[src/psac_regs.svh]
/*
  constants of the address and control select block.
  assumes inclusion by bare name.
*/
`ifndef PSAC_REGS_SVH
`define PSAC_REGS_SVH

// clock rate of mclk
`define PSAC_CLK_HZ        25000000

// slave address fields, vout command code and fill byte
`define PSAC_ADDR_HI       3'h4
`define PSAC_BCAST_ADDR    7'h00
`define PSAC_ARA_ADDR      7'h0c
`define PSAC_CMD_VOUT      8'h21
`define PSAC_FILL_BYTE     8'hff

// identity inputs are millivolt samples, 13 bits wide
`define PSAC_MV_W          13
`define PSAC_UNIT_TOP_MV   13'h0bb8
`define PSAC_UNIT_STEP_MV  13'h014a
`define PSAC_UNIT_HALF_MV  13'h00a5
`define PSAC_UNIT_CODES    10

// rack selector windows, lowest and highest millivolt per code
`define PSAC_RACK1_LO      13'h0c4e
`define PSAC_RACK1_HI      13'h0d98
`define PSAC_RACK2_LO      13'h03fc
`define PSAC_RACK2_HI      13'h046a
`define PSAC_RACK3_LO      13'h0708
`define PSAC_RACK3_HI      13'h07c6
`define PSAC_RACK4_LO      13'h0226
`define PSAC_RACK4_HI      13'h0258
`define PSAC_RACK5_LO      13'h0622
`define PSAC_RACK5_HI      13'h06cc
`define PSAC_RACK6_LO      13'h0320
`define PSAC_RACK6_HI      13'h0370
`define PSAC_RACK7_LO      13'h0546
`define PSAC_RACK7_HI      13'h05d2
`define PSAC_RACK8_LO      13'h0a96
`define PSAC_RACK8_HI      13'h0bb8

// voltage program input is ignored above this level
`define PSAC_VPROG_MAX_MV  13'h0bb8

// timing figures in milliseconds
`define PSAC_START_DLY_MS  4000
`define PSAC_AUX_LEAD_MS   200
`define PSAC_WARN_LEAD_MS  10
`define PSAC_BLINK_HALF_MS 500

// reset values
`define PSAC_RST_BYTE      8'h00

`endif

[src/psac_pkg.sv]
/*
  types of the address and control select block.
  assumes psac_regs.svh is reachable by bare name.
*/
package psac_pkg;

  // power sequencer states
  typedef enum logic [3:0] {
    SQ_OFF  = 4'b0001,
    SQ_WAIT = 4'b0010,
    SQ_ON   = 4'b0100,
    SQ_WARN = 4'b1000
  } psac_seq_t;

  // i2c slave states
  typedef enum logic [4:0] {
    I2_IDLE = 5'b00001,
    I2_RX   = 5'b00010,
    I2_ACK  = 5'b00100,
    I2_TX   = 5'b01000,
    I2_MACK = 5'b10000
  } psac_i2c_t;

  // source of the output set point
  typedef enum logic [2:0] {
    VS_DEFAULT = 3'b001,
    VS_PIN     = 3'b010,
    VS_FW      = 3'b100
  } psac_vsrc_t;

endpackage : psac_pkg

[src/psac_i2c_slave.sv]
/*
  byte level i2c slave: own address, broadcast write and alert response.
  assumes scl and sda arrive raw from pins and are oversampled by mclk;
  sda_oe high pulls the line low.
*/
`timescale 1ns/1ns
`include "psac_regs.svh"

module psac_i2c_slave (
  // clock and reset
  input  wire logic       mclk,
  input  wire logic       nrst,
  // bus pins
  input  wire logic       scl_in,
  input  wire logic       sda_in,
  output logic            sda_oe,
  // identity and state from the control logic
  input  wire logic [3:0] own_addr,
  input  wire logic       addr_ok,
  input  wire logic       alert_pend,
  input  wire logic [7:0] rd_data,
  // events toward the control logic
  output logic            wr_stb,
  output logic            wr_first,
  output logic [7:0]      wr_data,
  output logic            ara_done,
  output logic            bcast_rd
);

  logic             scl_m_r, scl_s_r, scl_p_r;
  logic             sda_m_r, sda_s_r, sda_p_r;
  psac_pkg::psac_i2c_t st_r;
  logic [7:0]       sh_r;
  logic [7:0]       tx_r;
  logic [2:0]       bit_r;
  logic             done_r, addr_ph_r, tx_mode_r, ara_r, ara_sent_r, mack_r, first_r;
  logic             scl_rise, scl_fall, start_c, stop_c;
  logic [6:0]       own7;

  assign own7     = {`PSAC_ADDR_HI, own_addr};
  assign scl_rise = scl_s_r & ~scl_p_r;
  assign scl_fall = ~scl_s_r & scl_p_r;
  assign start_c  = scl_s_r & scl_p_r & sda_p_r & ~sda_s_r;
  assign stop_c   = scl_s_r & scl_p_r & ~sda_p_r & sda_s_r;

  always_ff @(posedge mclk or negedge nrst) begin
    if (!nrst) begin
      {scl_m_r, scl_s_r, scl_p_r} <= 3'h7;
      {sda_m_r, sda_s_r, sda_p_r} <= 3'h7;
    end else begin
      scl_m_r <= scl_in;
      scl_s_r <= scl_m_r;
      scl_p_r <= scl_s_r;
      sda_m_r <= sda_in;
      sda_s_r <= sda_m_r;
      sda_p_r <= sda_s_r;
    end
  end

  always_ff @(posedge mclk or negedge nrst) begin
    if (!nrst) begin
      st_r       <= psac_pkg::I2_IDLE;
      sh_r       <= `PSAC_RST_BYTE;
      tx_r       <= `PSAC_RST_BYTE;
      bit_r      <= 3'h0;
      done_r     <= 1'b0;
      addr_ph_r  <= 1'b0;
      tx_mode_r  <= 1'b0;
      ara_r      <= 1'b0;
      ara_sent_r <= 1'b0;
      mack_r     <= 1'b0;
      first_r    <= 1'b0;
      sda_oe     <= 1'b0;
      wr_stb     <= 1'b0;
      wr_first   <= 1'b0;
      wr_data    <= `PSAC_RST_BYTE;
      ara_done   <= 1'b0;
      bcast_rd   <= 1'b0;
    end else begin
      wr_stb   <= 1'b0;
      ara_done <= 1'b0;
      bcast_rd <= 1'b0;
      if (start_c) begin
        st_r      <= psac_pkg::I2_RX;
        addr_ph_r <= 1'b1;
        bit_r     <= 3'h0;
        done_r    <= 1'b0;
        sda_oe    <= 1'b0;
      end else if (stop_c) begin
        st_r   <= psac_pkg::I2_IDLE;
        sda_oe <= 1'b0;
      end else begin
        unique case (st_r)
          psac_pkg::I2_IDLE: begin
            sda_oe <= 1'b0;
          end
          psac_pkg::I2_RX: begin
            if (scl_rise) begin
              sh_r   <= {sh_r[6:0], sda_s_r};
              bit_r  <= bit_r + 3'h1;
              done_r <= (bit_r == 3'h7);
            end else if (scl_fall && done_r) begin
              done_r <= 1'b0;
              if (addr_ph_r) begin
                addr_ph_r  <= 1'b0;
                first_r    <= 1'b1;
                ara_r      <= 1'b0;
                ara_sent_r <= 1'b0;
                if (!addr_ok) begin
                  st_r <= psac_pkg::I2_IDLE;
                  bcast_rd <= (sh_r == {`PSAC_BCAST_ADDR, 1'b1});
                end else if (sh_r[7:1] == own7) begin
                  sda_oe    <= 1'b1;
                  tx_mode_r <= sh_r[0];
                  st_r      <= psac_pkg::I2_ACK;
                end else if (sh_r == {`PSAC_BCAST_ADDR, 1'b0}) begin
                  sda_oe    <= 1'b1;
                  tx_mode_r <= 1'b0;
                  st_r      <= psac_pkg::I2_ACK;
                end else if (sh_r == {`PSAC_BCAST_ADDR, 1'b1}) begin
                  bcast_rd <= 1'b1;
                  st_r     <= psac_pkg::I2_IDLE;
                end else if (sh_r == {`PSAC_ARA_ADDR, 1'b1} && alert_pend) begin
                  sda_oe    <= 1'b1;
                  tx_mode_r <= 1'b1;
                  ara_r     <= 1'b1;
                  st_r      <= psac_pkg::I2_ACK;
                end else begin
                  st_r <= psac_pkg::I2_IDLE;
                end
              end else begin
                sda_oe   <= 1'b1;
                wr_stb   <= 1'b1;
                wr_first <= first_r;
                wr_data  <= sh_r;
                first_r  <= 1'b0;
                st_r     <= psac_pkg::I2_ACK;
              end
            end
          end
          psac_pkg::I2_ACK, psac_pkg::I2_MACK: begin
            if (scl_rise) begin
              mack_r <= ~sda_s_r;
            end else if (scl_fall) begin
              bit_r  <= 3'h0;
              done_r <= 1'b0;
              if (st_r == psac_pkg::I2_MACK && !mack_r) begin
                sda_oe <= 1'b0;
                st_r   <= psac_pkg::I2_IDLE;
              end else if (tx_mode_r) begin
                // reply carries the 7-bit address in the upper bits
                tx_r   <= (ara_r && !ara_sent_r) ? {own7, 1'b1} :
                          (ara_r ? `PSAC_FILL_BYTE : rd_data);
                sda_oe <= (ara_r && !ara_sent_r) ? ~own7[6] :
                          (ara_r ? 1'b0 : ~rd_data[7]);
                st_r   <= psac_pkg::I2_TX;
              end else begin
                sda_oe <= 1'b0;
                st_r   <= psac_pkg::I2_RX;
              end
            end
          end
          psac_pkg::I2_TX: begin
            if (scl_rise) begin
              bit_r  <= bit_r + 3'h1;
              done_r <= (bit_r == 3'h7);
              // a lower address from another unit wins the wired bus
              if (!sda_oe && !sda_s_r) begin
                st_r <= psac_pkg::I2_IDLE;
              end
            end else if (scl_fall) begin
              if (done_r) begin
                done_r <= 1'b0;
                sda_oe <= 1'b0;
                st_r   <= psac_pkg::I2_MACK;
                if (ara_r && !ara_sent_r) begin
                  ara_sent_r <= 1'b1;
                  ara_done   <= 1'b1;
                end
              end else begin
                sda_oe <= ~tx_r[6];
                tx_r   <= {tx_r[6:0], 1'b1};
              end
            end
          end
        endcase
      end
    end
  end

endmodule : psac_i2c_slave

[src/psac_top.sv]
/*
  address and control select: identity decode, i2c address, set point,
  sequencing and input led.
  assumes millivolt samples and monitor levels asynchronous to mclk.
*/
// Notes on behaviour
// - address byte is 100 plus four bits
// - byte lsb: 0 write, 1 read
// - sixteen units share one bus
// - address bits come from unit and rack inputs
// - first arrangement: rack 1-4 and 6-8
// - second arrangement: unit 6-7 and 8-10
// - unit input: ten levels, 5 V invalid
// - rack input: eight codes, five percent windows
// - firmware voltage command overrides pin until reset
// - pin above 3 V means default set point
// - strap at secondary return selects i2c mode
// - i2c mode waits over four seconds to start
// - warning leads main output loss 5-20 ms
// - aux output leads main by 200 ms outside i2c mode, by the start delay in i2c mode
// - input led blinks while input is low
// - broadcast read flags invalid command
// - alert response returns own address
// - alert released only when own address won
`timescale 1ns/1ns
`include "psac_regs.svh"

module psac_top #(
  parameter int unsigned START_DLY_CYC = `PSAC_START_DLY_MS * (`PSAC_CLK_HZ / 1000) + 1,
  parameter int unsigned AUX_LEAD_CYC  = `PSAC_AUX_LEAD_MS * (`PSAC_CLK_HZ / 1000),
  parameter int unsigned WARN_LEAD_CYC = `PSAC_WARN_LEAD_MS * (`PSAC_CLK_HZ / 1000),
  parameter int unsigned BLINK_CYC     = `PSAC_BLINK_HALF_MS * (`PSAC_CLK_HZ / 1000)
) (
  // clock and reset
  input  wire logic                  mclk,
  input  wire logic                  nrst,
  // identity and strap inputs
  input  wire logic [`PSAC_MV_W-1:0] unit_position_select,
  input  wire logic [`PSAC_MV_W-1:0] rack_position_select,
  input  wire logic                  slot_strap_input,
  // voltage program and input monitors
  input  wire logic [`PSAC_MV_W-1:0] vprog_mv,
  input  wire logic                  input_ok,
  input  wire logic                  input_below_80v,
  // alert and command flags
  input  wire logic                  alert_req,
  input  wire logic                  invalid_cmd_clr,
  // i2c pins
  input  wire logic                  scl_in,
  input  wire logic                  sda_in,
  output logic                       sda_oe,
  output logic                       alert_n_oe,
  // identity and set point results
  output logic [3:0]                 configured_address,
  output logic                       address_fault,
  output logic                       i2c_mode,
  output logic [2:0]                 setpoint_source,
  output logic [`PSAC_MV_W-1:0]      setpoint_pin_mv,
  output logic [7:0]                 setpoint_fw,
  output logic                       invalid_cmd,
  // power sequencing and indicator
  output logic                       aux_standby_output,
  output logic                       main_output_enable,
  output logic                       power_good_warning,
  output logic                       input_led_on
);

  logic [`PSAC_MV_W-1:0] unit_m_r, unit_s_r, rack_m_r, rack_s_r, vp_m_r, vp_s_r;
  logic [3:0]            mon_m_r, mon_s_r;
  logic [3:0]            unit_code, rack_code, addr_nxt;
  logic                  addr_ok_nxt, fw_set_r, vout_armed_r, alert_pend_r;
  logic                  wr_stb, wr_first, ara_done, bcast_rd;
  logic [7:0]            wr_data;
  logic [31:0]           seq_cnt_r, blink_cnt_r;
  psac_pkg::psac_seq_t   seq_r;

  // identity levels are straps, so a torn sample settles within two cycles
  always_ff @(posedge mclk or negedge nrst) begin
    if (!nrst) begin
      {unit_m_r, unit_s_r, rack_m_r, rack_s_r} <= '0;
      vp_m_r  <= '1;
      vp_s_r  <= '1;
      mon_m_r <= 4'h1;
      mon_s_r <= 4'h1;
    end else begin
      unit_m_r <= unit_position_select;
      unit_s_r <= unit_m_r;
      rack_m_r <= rack_position_select;
      rack_s_r <= rack_m_r;
      vp_m_r   <= vprog_mv;
      vp_s_r   <= vp_m_r;
      mon_m_r  <= {input_below_80v, input_ok, 1'b0, slot_strap_input};
      mon_s_r  <= mon_m_r;
    end
  end

  // unit code 1..10 from evenly stepped levels, 0 for invalid
  function automatic logic [3:0] unit_q(input logic [`PSAC_MV_W-1:0] mv);
    logic [`PSAC_MV_W-1:0] nom;
    unit_q = 4'h0;
    nom    = `PSAC_UNIT_TOP_MV;
    for (int i = 1; i <= `PSAC_UNIT_CODES; i++) begin
      if (mv + `PSAC_UNIT_HALF_MV >= nom && mv <= nom + `PSAC_UNIT_HALF_MV) begin
        unit_q = 4'(i);
      end
      nom = nom - `PSAC_UNIT_STEP_MV;
    end
  endfunction : unit_q

  function automatic logic [3:0] rack_q(input logic [`PSAC_MV_W-1:0] mv);
    rack_q = 4'h0;
    if (mv >= `PSAC_RACK1_LO && mv <= `PSAC_RACK1_HI) rack_q = 4'h1;
    if (mv >= `PSAC_RACK2_LO && mv <= `PSAC_RACK2_HI) rack_q = 4'h2;
    if (mv >= `PSAC_RACK3_LO && mv <= `PSAC_RACK3_HI) rack_q = 4'h3;
    if (mv >= `PSAC_RACK4_LO && mv <= `PSAC_RACK4_HI) rack_q = 4'h4;
    if (mv >= `PSAC_RACK5_LO && mv <= `PSAC_RACK5_HI) rack_q = 4'h5;
    if (mv >= `PSAC_RACK6_LO && mv <= `PSAC_RACK6_HI) rack_q = 4'h6;
    if (mv >= `PSAC_RACK7_LO && mv <= `PSAC_RACK7_HI) rack_q = 4'h7;
    if (mv >= `PSAC_RACK8_LO && mv <= `PSAC_RACK8_HI) rack_q = 4'h8;
  endfunction : rack_q

  assign unit_code = unit_q(unit_s_r);
  assign rack_code = rack_q(rack_s_r);

  always_comb begin
    addr_nxt    = 4'h0;
    addr_ok_nxt = 1'b1;
    if (unit_code == 4'h0 || rack_code == 4'h0) begin
      addr_ok_nxt = 1'b0;
    end else if (rack_code <= 4'h4 && unit_code <= 4'h4) begin
      addr_nxt = 4'((rack_code - 4'h1) * 4'h4 + unit_code - 4'h1);
    end else if (rack_code >= 4'h6 && unit_code <= 4'h5) begin
      addr_nxt = 4'((rack_code - 4'h6) * 4'h5 + unit_code - 4'h1);
    end else if (unit_code == 4'h6 || unit_code == 4'h7) begin
      addr_nxt = 4'((rack_code - 4'h1) * 4'h2 + unit_code - 4'h6);
    end else if (unit_code >= 4'h8 && rack_code >= 4'h4) begin
      addr_nxt = 4'((rack_code - 4'h4) * 4'h3 + unit_code - 4'h8);
    end else begin
      addr_ok_nxt = 1'b0;
    end
  end

  always_ff @(posedge mclk or negedge nrst) begin
    if (!nrst) begin
      configured_address <= 4'h0;
      address_fault      <= 1'b1;
      i2c_mode           <= 1'b0;
    end else begin
      configured_address <= addr_nxt;
      address_fault      <= ~addr_ok_nxt;
      i2c_mode           <= ~mon_s_r[0];
    end
  end

  // set point source; only a reset of the controller brings the pin back
  always_ff @(posedge mclk or negedge nrst) begin
    if (!nrst) begin
      fw_set_r        <= 1'b0;
      vout_armed_r    <= 1'b0;
      setpoint_fw     <= `PSAC_RST_BYTE;
      setpoint_pin_mv <= '0;
      setpoint_source <= psac_pkg::VS_DEFAULT;
    end else begin
      if (wr_stb) begin
        vout_armed_r <= wr_first && (wr_data == `PSAC_CMD_VOUT);
        if (!wr_first && vout_armed_r) begin
          setpoint_fw  <= wr_data;
          fw_set_r     <= 1'b1;
          vout_armed_r <= 1'b0;
        end
      end
      setpoint_pin_mv <= vp_s_r;
      if (fw_set_r) begin
        setpoint_source <= psac_pkg::VS_FW;
      end else if (vp_s_r > `PSAC_VPROG_MAX_MV) begin
        setpoint_source <= psac_pkg::VS_DEFAULT;
      end else begin
        setpoint_source <= psac_pkg::VS_PIN;
      end
    end
  end

  // set wins over clear for both flags
  always_ff @(posedge mclk or negedge nrst) begin
    if (!nrst) begin
      invalid_cmd  <= 1'b0;
      alert_pend_r <= 1'b0;
    end else begin
      invalid_cmd  <= bcast_rd | (invalid_cmd & ~invalid_cmd_clr);
      alert_pend_r <= alert_req | (alert_pend_r & ~ara_done);
    end
  end

  assign alert_n_oe = alert_pend_r;

  psac_i2c_slave u_slave (
    .mclk       (mclk),
    .nrst       (nrst),
    .scl_in     (scl_in),
    .sda_in     (sda_in),
    .sda_oe     (sda_oe),
    .own_addr   (configured_address),
    .addr_ok    (~address_fault & i2c_mode),
    .alert_pend (alert_pend_r),
    .rd_data    ({fw_set_r, setpoint_source, main_output_enable, power_good_warning,
                  invalid_cmd, alert_pend_r}),
    .wr_stb     (wr_stb),
    .wr_first   (wr_first),
    .wr_data    (wr_data),
    .ara_done   (ara_done),
    .bcast_rd   (bcast_rd)
  );

  // the start delay also covers the aux lead, so aux always comes first
  always_ff @(posedge mclk or negedge nrst) begin
    if (!nrst) begin
      seq_r              <= psac_pkg::SQ_OFF;
      seq_cnt_r          <= '0;
      aux_standby_output <= 1'b0;
      main_output_enable <= 1'b0;
      power_good_warning <= 1'b0;
    end else begin
      seq_cnt_r <= seq_cnt_r + 32'h1;
      unique case (seq_r)
        psac_pkg::SQ_OFF: begin
          main_output_enable <= 1'b0;
          power_good_warning <= 1'b0;
          aux_standby_output <= mon_s_r[2];
          if (mon_s_r[2]) begin
            seq_r     <= psac_pkg::SQ_WAIT;
            seq_cnt_r <= '0;
          end
        end
        psac_pkg::SQ_WAIT: begin
          if (!mon_s_r[2]) begin
            seq_r              <= psac_pkg::SQ_OFF;
            aux_standby_output <= 1'b0;
          end else if (seq_cnt_r >= (i2c_mode ? START_DLY_CYC : AUX_LEAD_CYC) - 1) begin
            seq_r              <= psac_pkg::SQ_ON;
            main_output_enable <= 1'b1;
          end
        end
        psac_pkg::SQ_ON: begin
          if (!mon_s_r[2]) begin
            seq_r              <= psac_pkg::SQ_WARN;
            seq_cnt_r          <= '0;
            power_good_warning <= 1'b1;
          end
        end
        psac_pkg::SQ_WARN: begin
          if (seq_cnt_r >= WARN_LEAD_CYC - 1) begin
            seq_r              <= psac_pkg::SQ_OFF;
            main_output_enable <= 1'b0;
          end
        end
      endcase
    end
  end

  always_ff @(posedge mclk or negedge nrst) begin
    if (!nrst) begin
      blink_cnt_r  <= '0;
      input_led_on <= 1'b0;
    end else if (mon_s_r[3]) begin
      blink_cnt_r <= (blink_cnt_r >= BLINK_CYC - 1) ? '0 : blink_cnt_r + 32'h1;
      if (blink_cnt_r >= BLINK_CYC - 1) begin
        input_led_on <= ~input_led_on;
      end
    end else begin
      blink_cnt_r  <= '0;
      input_led_on <= 1'b1;
    end
  end

endmodule : psac_top

[config.mk]
export PLATFORM = sky130hd
export DESIGN_NAME = psac_top
export DESIGN_NICKNAME = d
export VERILOG_FILES = /design/src/psac_pkg.sv /design/src/psac_i2c_slave.sv /design/src/psac_top.sv
export VERILOG_INCLUDE_DIRS = /design/src
export SDC_FILE = /design/constraint.sdc
export NUM_CORES = 1
export LEC_CHECK = 0
export BUFFER_PORTS_ARGS = -buffer_cell sky130_fd_sc_hd__buf_2
export CAP_MARGIN = 15
export CORE_MARGIN = 4
export CORE_UTILIZATION = 40
export CTS_CLUSTER_DIAMETER = 60
export DETAILED_ROUTE_END_ITERATION = 8
export GPL_TIMING_DRIVEN = 0
export PLACE_DENSITY = 0.65
export SYNTH_ARGS = -nofsm -noshare
export SYNTH_HDL_FRONTEND = slang
export SYNTH_SLANG_ARGS = --single-unit
export TNS_END_PERCENT = 5
[constraint.sdc]
create_clock -name mclk -period 12.6 [get_ports mclk]
set_input_delay 1.26 -clock mclk [delete_from_list [all_inputs] [get_ports mclk]]
set_output_delay 1.26 -clock mclk [all_outputs]
set_load 0.01 [all_outputs]
==> summary.txt, run 1 <==
Run status
  – Status: completed

STA
  – Final hold violation count: 0
  – RSZ-0062 raised after global routing: no
  – Setup TNS: 0 ns
  – Rel. slew slack: 45.63%
  – Setup WS post-layout: 7.339 ns
  – Tcrit/Tclk final: 41.76%
  – Crit path time final: 5.261 ns
  – Worst Tran Pin Value: between 0.8 and 0.9 ns
  – Final setup viols: 0
  – Pins Over Slew Limit: 0
  – Max Clk Rate: 190.1 MHz
  – Skew final: roughly 0.018 ns

Routing
  – WL per Instance: 15.59 µm
  – DR pass1 iterations: 5
  – DR vias/cell: 5.281
  – ANT nets after route: 0
  – Via count: 8661
  – Final wirelength: 25.56 mm
  – Iteration-0 DRC Markers: 630
  – DRC viols: 0

Clocking
  – Clock tree buffer depth: 3
  – Cts hold-fix bufs: 0
  – Worst-Skew Late Latency: 0.55 ns
  – Clock transition at path regs: 0.06 ns
  – TritonCTS Sinks: ~240
  – Number of H-tree levels: 1
  – CTS tree: yes
  – CTS Root Cell: clkbuf_16
  – CTS-repair resized insts: 0
  – # Post-CTS Setup Buffers: 0
  – Clock buffer count from CTS: 28

Synth
  – Yosys reg bits: 239
  – Cell taking the most area after synthesis: dfrtp_1
  – Syn avg cell area: around 11 µm²
  – Top FF cell, synth: dfrtp_1
  – Post-synthesis sequential area ratio: 51.45%
  – Synth top area share: 42.93%
  – Yosys warning count: 0
  – Distinct cell type count after synthesis: 87
  – Synth Instances: 1109
  – Post-synth EDFFs: 0
  – Largest cells by area after synthesis: dfrtp_1 43%, dfstp_2 8.5%, ha_1 4.7%, nor2_1 3.7%, xor2_1 2.9%
  – Cell area after synthesis: 0.01172 mm²
  – Share of flip-flops with an asynchronous set or reset: 100.0%

Global route
  – Largest net degree at the start of global routing: 110
  – Initial antenna violation count: 0
  – Grt ovf: 0
  – First-pass GRT wire length: 43.32 mm
  – Vias in the first global route: 8607
  – Overall Global Routing Usage: 16.24%

Power
  – VDD IR-drop max: 0.1147 mV
  – Pwr dens: 144.7 mW/mm²
  – Leak pwr: 6.160 nW

Critical path
  – Startpoint Class: flop
  – CP Buf/Inv Count: 3
  – Worst path most repeated cell: xnor2_1
  – CP max stage cell: a21oi_1
  – Crit-path cells: ha_1, buf_2, o2111ai_2, a21oi_2, or2_1, clkbuf_1, or4_4, o221ai_2, and2_1, o2bb2ai_1, a21oi_1, fa_1, inv_1, ha_1, fa_1, xnor2_1, xnor2_1, xnor2_1, xnor2_1, nand3_1, o211ai_1, a21oi_1
  – Arr. time, crit path: 5.73 ns
  – Critical Path RT: 13.07 ns
  – Top Family by Delay on Critical Path: compound AO/OA/AOI/OAI gates
  – Worst-path fanout max: 8
  – Critical path class: reg2reg
  – Largest stage delay, worst path: 0.61 ns
  – Endpoint class of the critical path: flop

Cells and area
  – Fraction of layout cells with a size suffix above 1: between 10% and 20%
  – Final net count: around 1300
  – Inserted Diodes: 0
  – Area growth from synthesis to layout: 17.00%
  – Design area: 0.01371 mm²
  – Final Core Density: a little under half

Floorplanning
  – Core area: 0.02878 mm²
  – Die area: 0.03209 mm²
  – Placement Rows: 62
  – Chip width: 179.1 µm
  – Effective utilization at floorplan: 40.71%
  – Ports: 85
  – Die outline height: 179.1 µm

Run
  – Max_cap viols: 0

Placement
  – Placed Instance Area: between 0.01 and 0.015 mm²
  – GPL Wtd Cong: 0.9145
  – DP HPWL: 18.17 mm
  – Pre-CTS setup slack: 7.333 ns
  – I/O Buffers: 84

Hold path
  – Hold WC Path Type: reg2reg
## cell usage after synthesis, drive strengths merged, types with 7 or more instances
| master | number |
|---|---|
| a211oi | 9 |
| a21o | 16 |
| a21oi | 47 |
| a31oi | 13 |
| and3 | 13 |
| buf | 13 |
| clkbuf | 31 |
| dfrtp | 201 |
| dfstp | 38 |
| ha | 44 |
| inv | 43 |
| mux2 | 28 |
| nand2 | 74 |
| nand2b | 16 |
| nand3 | 41 |
| nand3b | 7 |
| nand4 | 15 |
| nor2 | 115 |
| nor2b | 12 |
| nor3 | 22 |
| nor4 | 14 |
| o211ai | 9 |
| o21a | 8 |
| o21ai | 52 |
| o22ai | 8 |
| or3 | 12 |
| or4 | 13 |
| xnor2 | 35 |
| xor2 | 39 |
## final timing paths
check                             from               endpoint  slack (ns)  depth (start not counted)
max                        unit_s_r[0]  configured_address[3]        7.34                         22
min                        rack_m_r[1]            rack_s_r[1]        0.35                          0
max reg2reg                unit_s_r[0]  configured_address[3]        7.34                         22
min reg2reg                rack_m_r[1]            rack_s_r[1]        0.35                          0
max in group asynchronous         nrst        u_slave.sda_s_r       10.77                          3
min in group asynchronous         nrst            rack_m_r[5]        0.58                          1
## where the power goes
group	total, mW	internal (mW)	switching [mW]	leakage, nW
Sequential	0.870	0.822	0.0481	2.99
Clock	0.836	0.512	0.324	0.488
Combinational	0.277	0.120	0.157	2.69
Total	1.98	1.45	0.529	6.16
## routing by layer
layer	share of wire, %	global-route usage, %	up-vias
met5	0	0	-
met4	2.1	4.189	0
met3	6.0	3.585	38
met2	44	25.08	205
met1	47	23.30	4188
li1	-	-	4230
## cell type report
| type | instances | area [µm²] |
|---|---|---|
| well taps | 384 | 480.5 |
| fillers | 2615 | 15070 |
| clock buffers | 44 | 894.6 |
| repair buffers | 88 | 495.5 |
| flip-flops and latches | 239 | 6028 |
| clock inverters | 8 | 95.09 |
| plain buffers | 44 | 188.9 |
| inverters | 43 | 161.4 |
| multi-input cells | 790 | 5364 |
## placed cells by master (no fill, tap or decap), drive strengths merged, types with 22 or more instances in the layout
cell,n
nor2,115
dfrtp,201
dfstp,38
xnor2,35
clkbuf,75
nor3,22
xor2,39
nand2,74
mux2,28
o21ai,52
ha,44
inv,47
buf,101
a21oi,47
nand3,41
## flip-flops by register name, indices dropped and copies added, names as in the netlist, 4 cells and up
signal / flops
u_slave.wr_data: 8
vp_m_r: 13
setpoint_pin_mv: 13
seq_r: 4
u_slave.tx_r: 7
unit_m_r: 13
blink_cnt_r: 32
configured_address: 4
vp_s_r: 13
rack_m_r: 13
seq_cnt_r: 32
setpoint_fw: 8
u_slave.st_r: 5
rack_s_r: 13
unit_s_r: 13
u_slave.sh_r: 8
## kinds of logic (layout without fill, tap and decap cells)
group                      Yosys count  in the layout  synth area share, %
xor gates and xnor gates            74             74                5.532
muxes                               34             34                3.204
buffers and inverters               87            227                2.990
other                                1              8              0.03201
and+or+nand+nor                    388            388                16.98
DFF                                239            239                51.45
AOI/OAI and AO/OA                  237            237                14.26
adders and majority gates           49             49                5.553
## per-stage QoR
stage                     power, mW  instances  hold WS [ns]
after floorplan               1.067       1116        0.3312
after global placement        1.151       1584        0.3324
after detailed placement      1.160       1588        0.3355
after CTS                     2.012       1640        0.3490
after global routing          2.089       1640        0.3532
final                         1.983       1640        0.3458
No activity file was read; power rests on OpenSTA's default activity.
==> inputs of run 2 (changes only) <==
==> constraint.sdc (replaced) <==
create_clock -name mclk -period 5.1 [get_ports mclk]
set_input_delay 0.51 -clock mclk [delete_from_list [all_inputs] [get_ports mclk]]
set_output_delay 0.51 -clock mclk [all_outputs]
set_load 0.01 [all_outputs]
==> run 2 against run 1 <==
  * Global-route usage about the same
  * Via count up 0.47%
  * Flip-flop and latch count unchanged
  * Fmax up 8.4%
  * Utilization up 0.33 points
  * Count of clock-buffer cells in the layout unchanged
  * Hold slack worse by 0.29 ns
  * Register-to-register slack worse by 7.1 ns
  * Sequential share of layout area down 0.30 points
  * Combinational power rose to 2.5 times the previous value
  * Sequential power up 150%
  * Worst setup slack worse by 7.1 ns
  * Critical path type unchanged
  * Critical endpoint unchanged
  * Largest cell class unchanged
==> summary.txt, run 2 (synthesis results as in run 1) <==
Run status
  – Status: completed

Global route
  – Vias in the first global route: 8622
  – Overall Global Routing Usage: between 10% and 20%
  – First-pass GRT wire length: 43.40 mm
  – GRT Max-Usage Layer: met2
  – Grt ovf: 0
  – Met1 Usage GRT: 23.36%
  – Initial antenna violation count: 0
  – GR Layer Usage met3: 3.585%
  – Met2 global-route usage: between 20% and 30%
  – Largest net degree at the start of global routing: 110

Cells and area
  – Commonest non-fill, non-tap cells in the layout: 201 x dfrtp_1, 115 x nor2_1, 91 x buf_2, 74 x nand2_1, 50 x o21ai_0
  – Top flop regs: blink_cnt_r (32), seq_cnt_r (32)
  – Fraction of layout cells with a size suffix above 1: 19.30%
  – Area growth from synthesis to layout: 17.81%
  – Commonest non-fill, non-tap cell in the layout: dfrtp_1
  – Non-filler cells, final: 1643
  – Final net count: about 1300
  – Design area: roughly 0.014 mm²
  – Inserted Diodes: 0

Clocking
  – Number of H-tree levels: 1
  – TritonCTS Sinks: between 200 and 250
  – CTS tree: yes
  – CTS Root Cell: clkbuf_16
  – Worst-Skew Late Latency: about 0.55 ns
  – Clock buffer count from CTS: 28
  – Clock transition at path regs: 0.06 ns
  – Clock tree buffer depth: 3

STA
  – Final hold violation count: 0
  – Max Clk Rate: 206.1 MHz
  – Tcrit/Tclk final: roughly 95%
  – Worst Tran Pin Value: 0.8034 ns
  – Crit path time final: 4.852 ns
  – Setup WS post-layout: 0.2480 ns
  – Final setup viols: 0
  – Rel. slew slack: 45.95%
  – RSZ-0062 raised after global routing: no
  – Skew final: 0.02013 ns
  – Pins Over Slew Limit: 0
  – Hold Worst Slack: about 0.053 ns

Routing
  – DR pass1 iterations: 5
  – DR vias/cell: 5.296
  – Final wirelength: 25.65 mm
  – Iteration-0 DRC Markers: between 600 and 700
  – DRC viols: 0
  – ANT nets after route: 0
  – Via count: 8702
  – WL per Instance: 15.61 µm

Run
  – Max_cap viols: 0

Floorplanning
  – Chip width: 179.1 µm
  – Ports: 85
  – Die area: around 0.032 mm²
  – Effective utilization at floorplan: 40.71%
  – Die outline height: 179.1 µm
  – Core area: 0.02878 mm²
  – Placement Rows: 62

Critical path
  – Arr. time, crit path: 5.32 ns
  – CP max stage cell: or4_4
  – Largest stage delay, worst path: 0.54 ns
  – Worst-path fanout max: 8
  – CP Buf/Inv Count: 2
  – Startpoint Class: flop
  – Critical path class: reg2reg
  – Endpoint class of the critical path: flop
  – Top Family by Delay on Critical Path: adder cells
  – Crit-path cells: ha_1, buf_2, o211a_1, o21a_1, or2_2, or4_4, o21ai_4, o2bb2ai_1, a21oi_4, fa_1, inv_1, ha_1, fa_1, xnor2_1, xnor2_1, xnor2_1, xnor2_1, nand3_1, o211ai_1, a21oi_1
  – Critical Path RT: about 5.6 ns
  – Flop2flop setup slack: 0.25 ns
  – Worst path most repeated cell: xnor2_1

Power
  – Pwr dens: about 360 mW/mm²
  – Pwr Total: 4.913 mW
  – VDD IR-drop max: 0.2833 mV
  – Leak pwr: 6.202 nW

Placement
  – Inst Count DP: between 1500 and 2000
  – GPL Wtd Cong: about 0.91
  – Placed Instance Area: 0.01272 mm²
  – I/O Buffers: 84
  – Pre-CTS setup slack: -0.1667 ns
  – DP HPWL: around 18 mm

Hold path
  – Hold WC Path Type: in2reg
## run 2: final timing paths
check,cells past startpoint,to,start
min,1,vp_m_r[7],vprog_mv[7]
max in group asynchronous,4,u_slave.sda_s_r,nrst
max,20,configured_address[3],unit_s_r[0]
min reg2reg,0,rack_s_r[1],rack_m_r[1]
min in group asynchronous,2,rack_m_r[5],nrst
max reg2reg,20,configured_address[3],unit_s_r[0]
## run 2: through the flow
stage / utilization, % / setup TNS, ns
floorplan: - / 0
global placement: 43.93 / -97.88
detailed placement: 44.19 / -0.1667
CTS: 47.70 / 0
global route: 47.96 / 0
finish: 47.96 / 0
## run 2: power breakdown
part	internal (mW)	leakage (nW)	switching, mW	total [mW]
logic	0.303	2.73	0.393	0.696
clock network	1.26	0.488	0.802	2.07
registers	2.03	2.99	0.119	2.15
## run 2: repair_timing
action                                  4_1_cts  5_1_grt
buffers inserted                              0        3
pin swaps                                     0        2
hold buffers                                  1        0
hold endpoints to repair                     41        0
endpoints found under the setup margin        1        1
resized for setup                             2       15
## run 2: layout make-up
class,instances,area [µm²]
buffer,43,190.2
clock buffer,44,894.6
clock inverter,8,95.09
fill,2605,14980
inverter,43,161.4
multi-input combinational,790,5425
sequential,239,6028
tap,384,480.5
timing repair buffer,92,528.0
## run 2: per-layer routing
| layer | wire length (µm) | share of wire [%] | vias to the layer above |
|---|---|---|---|
| li1 | - | - | 4228 |
| met3 | 1635 | 6.4 | 40 |
| met2 | 11370 | 44 | 214 |
| met1 | 12090 | 47 | 4220 |
| met4 | 552 | 2.2 | 0 |
| met5 | 0 | 0 | - |
==> inputs of run 3 (changes only) <==
--- a/config.mk
+++ b/config.mk
@@ -6,6 +6,7 @@
 export SDC_FILE = /design/constraint.sdc
 export NUM_CORES = 1
 export LEC_CHECK = 0
+export ABC_AREA = 1
 export BUFFER_PORTS_ARGS = -buffer_cell sky130_fd_sc_hd__buf_2
 export CAP_MARGIN = 15
 export CORE_MARGIN = 4
==> run 3 against run 2 <==
  * Flip-flop and latch count is the same
  * Critical path depth grew 5
  * Highest routed layer unchanged
  * Wire length up 0.92%
==> summary.txt, run 3 <==
STA
  – RSZ-0062 raised after global routing: no
  – Max Clk Rate: roughly 210 MHz
  – Tcrit/Tclk final: ~92%
  – Pins Over Slew Limit: 0
  – Worst Tran Pin Value: a little over 0.9 ns
  – Final hold violation count: 0
  – Final setup viols: 0
  – Crit path time final: 4.697 ns
  – Skew final: 0.01256 ns
  – Rel. slew slack: 38.04%
  – Setup TNS: 0 ns
  – Hold Worst Slack: 0.01217 ns

Global route
  – Vias in the first global route: about 9300
  – Initial antenna violation count: 0
  – Overall Global Routing Usage: 15.84%
  – Largest net degree at the start of global routing: 94
  – Grt ovf: 0
  – First-pass GRT wire length: 44.51 mm

Clocking
  – TritonCTS Sinks: approximately 240
  – Number of H-tree levels: 1
  – CTS tree: yes
  – CTS Root Cell: clkbuf_16
  – Clock tree buffer depth: 3
  – Clock transition at path regs: approximately 0.06 ns
  – Cts hold-fix bufs: 0
  – Clock buffer count from CTS: 27
  – Worst-Skew Late Latency: 0.52 ns

Power
  – Pwr dens: around 370 mW/mm²
  – Leak pwr: 6.492 nW
  – Clock share of power: around two fifths
  – Logic pwr share: 18.3%
  – Switching Power: between 1 and 1.5 mW
  – Switching portion of total power: 28.93%
  – Internal power: 3.645 mW
  – Pwr Total: 5.129 mW
  – VDD IR-drop max: 0.3003 mV
  – Sequential power share: 42.8%

Synth
  – Synth top area share: 42.07%
  – Post-synth EDFFs: 0
  – Cell taking the most area after synthesis: dfrtp_1
  – Post-synthesis sequential area ratio: 50.42%
  – Cell area after synthesis: 0.01196 mm²
  – Top FF cell, synth: dfrtp_1
  – Yosys warning count: 0
  – Most frequent cell after synthesis: nand2_1
  – Largest cells by area after synthesis: dfrtp_1 42%, dfstp_2 8.4%, nand2_1 7.7%, inv_1 6.1%, ha_1 4.6%
  – Synth top cells by count: 244 x nand2_1, 201 x dfrtp_1, 195 x inv_1
  – Share of flip-flops with an asynchronous set or reset: 100.0%
  – Synth Instances: 1388
  – Distinct cell type count after synthesis: 62
  – Syn avg cell area: 8.613 µm²
  – Yosys reg bits: 239

Cells and area
  – Inserted Diodes: 0
  – Commonest non-fill, non-tap cells in the layout: 244 x nand2_1, 201 x dfrtp_1, 195 x inv_1, 145 x nor2_1, 86 x buf_2
  – Fraction of layout cells with a size suffix above 1: approximately 16%
  – Final net count: 1607
  – Area growth from synthesis to layout: 16.36%
  – Filler instances: 2820
  – Commonest non-fill, non-tap cell in the layout: nand2_1
  – Top flop regs: blink_cnt_r (32), seq_cnt_r (32)

Critical path
  – Reg2Reg Depth: 25
  – Worst-path fanout max: 8
  – Arr. time, crit path: 5.13 ns
  – Endpoint class of the critical path: flop
  – Startpoint Class: flop
  – Critical Path RT: 5.53 ns
  – Critical path class: reg2reg

Routing
  – DR vias/cell: 5.021
  – DR pass1 iterations: 6
  – Iteration-0 DRC Markers: between 600 and 700
  – DRC viols: 0
  – WL per Instance: 13.48 µm
  – Final wirelength: 25.88 mm
  – Via count: around 9600
  – ANT nets after route: 0

Placement
  – DP HPWL: approximately 19 mm
  – GPL Wtd Cong: just over 0.9
  – I/O Buffers: 84

Floorplanning
  – Core area: 0.02956 mm²
  – Die outline height: 180.9 µm
  – Chip width: ~180 µm
  – Die area: 0.03272 mm²
  – Effective utilization at floorplan: 40.44%
  – Placement Rows: 63
  – Ports: 85

Run
  – Max_cap viols: 0

Run status
  – Status: completed

Hold path
  – Hold WC Path Type: in2async
## run 3: power groups by stage
stage / clock (mW) / combinational [mW] / sequential, mW
floorplan: 0 / 0.661 / 2.20
global placement: 0 / 0.910 / 2.23
global route: 2.14 / 1.09 / 2.22
detailed placement: 0 / 0.938 / 2.23
finish: 2.00 / 0.936 / 2.20
CTS: 2.05 / 0.942 / 2.20
## run 3: repair_timing
action                     in CTS  in global routing
resized for setup               0                  2
setup endpoints to repair       0                  1
setup buffers                   0                  0
## run 3: area by class of cell
| cell class | instances | area (µm²) | area share (%) |
|---|---|---|---|
| Buffer | 20 | 106.4 | 0.7645 |
| Clock inverter | 13 | 167.7 | 1.205 |
| Inverter | 211 | 797.0 | 5.729 |
| Clock buffer | 36 | 782.0 | 5.622 |
| Timing Repair Buffer | 86 | 485.5 | 3.490 |
| Tap cell | 390 | 488.0 | 3.508 |
| Multi-Input combinational cell | 925 | 5056 | 36.35 |
| Sequential cell | 239 | 6028 | 43.34 |
## run 3: kinds of logic (layout without fill, tap and decap cells)
| group | after synthesis | count (layout) | synth area share (%) |
|---|---|---|---|
| simple gates | 621 | 621 | 23.95 |
| fa+ha+maj | 49 | 49 | 5.442 |
| flops | 239 | 239 | 50.42 |
| xor+xnor | 18 | 18 | 1.319 |
| buf+inv | 231 | 366 | 7.556 |
| other cells | 1 | 8 | 0.03137 |
| compound gates | 229 | 229 | 11.28 |
## run 3: metrics by stage
stage / setup WS, ns / cell area [µm²] / instances / util (%)
5_1_grt: 0.05193 / 13910 / 1920 / 47.06
2_1_floorplan: 0.7764 / 11980 / 1395 / -
4_1_cts: 0.1745 / 13900 / 1920 / 47.04
3_5_place_dp: 0.1880 / 12950 / 1871 / 43.83
3_3_place_gp: -0.6217 / 12890 / 1869 / 43.61
6_report: 0.4028 / 13910 / 1920 / 47.06
## run 3: worst max-delay path: stages, from the launching register on
cell,delay [ns]
dfrtp_1,0.35
buf_2,0.16
nor2_2,0.15
nand2_1,0.09
o21ai_1,0.15
nor3_1,0.08
o21a_1,0.20
o21ai_2,0.18
nand2_1,0.09
nor2_2,0.28
inv_1,0.20
ha_1,0.32
inv_1,0.04
ha_1,0.26
inv_1,0.05
fa_1,0.48
inv_1,0.05
fa_1,0.40
xnor2_1,0.20
xnor2_1,0.16
xor2_1,0.19
xnor2_1,0.17
nand3_1,0.12
nand2_1,0.07
inv_1,0.03
a21oi_1,0.15
## run 3: metal layers
metal | vias up | GRT usage, % | part of all wire (%)
li1 | 4825 | - | -
met3 | 50 | 2.658 | 5.7
met1 | 4515 | 22.41 | 47
met4 | 0 | 3.358 | 1.9
met2 | 251 | 25.85 | 46
met5 | - | 0 | 0
## run 3: worst paths after layout
path / from / endpoint / slack (ns)
max in group asynchronous: nrst / u_slave.st_r[0] / 3.89
min reg2reg: rack_m_r[0] / rack_s_r[0] / 0.34
max reg2reg: rack_s_r[3] / configured_address[3] / 0.40
min in group mclk: vprog_mv[10] / vp_m_r[10] / 0.08
max: rack_s_r[3] / configured_address[3] / 0.40
min: nrst / rack_m_r[12] / 0.01
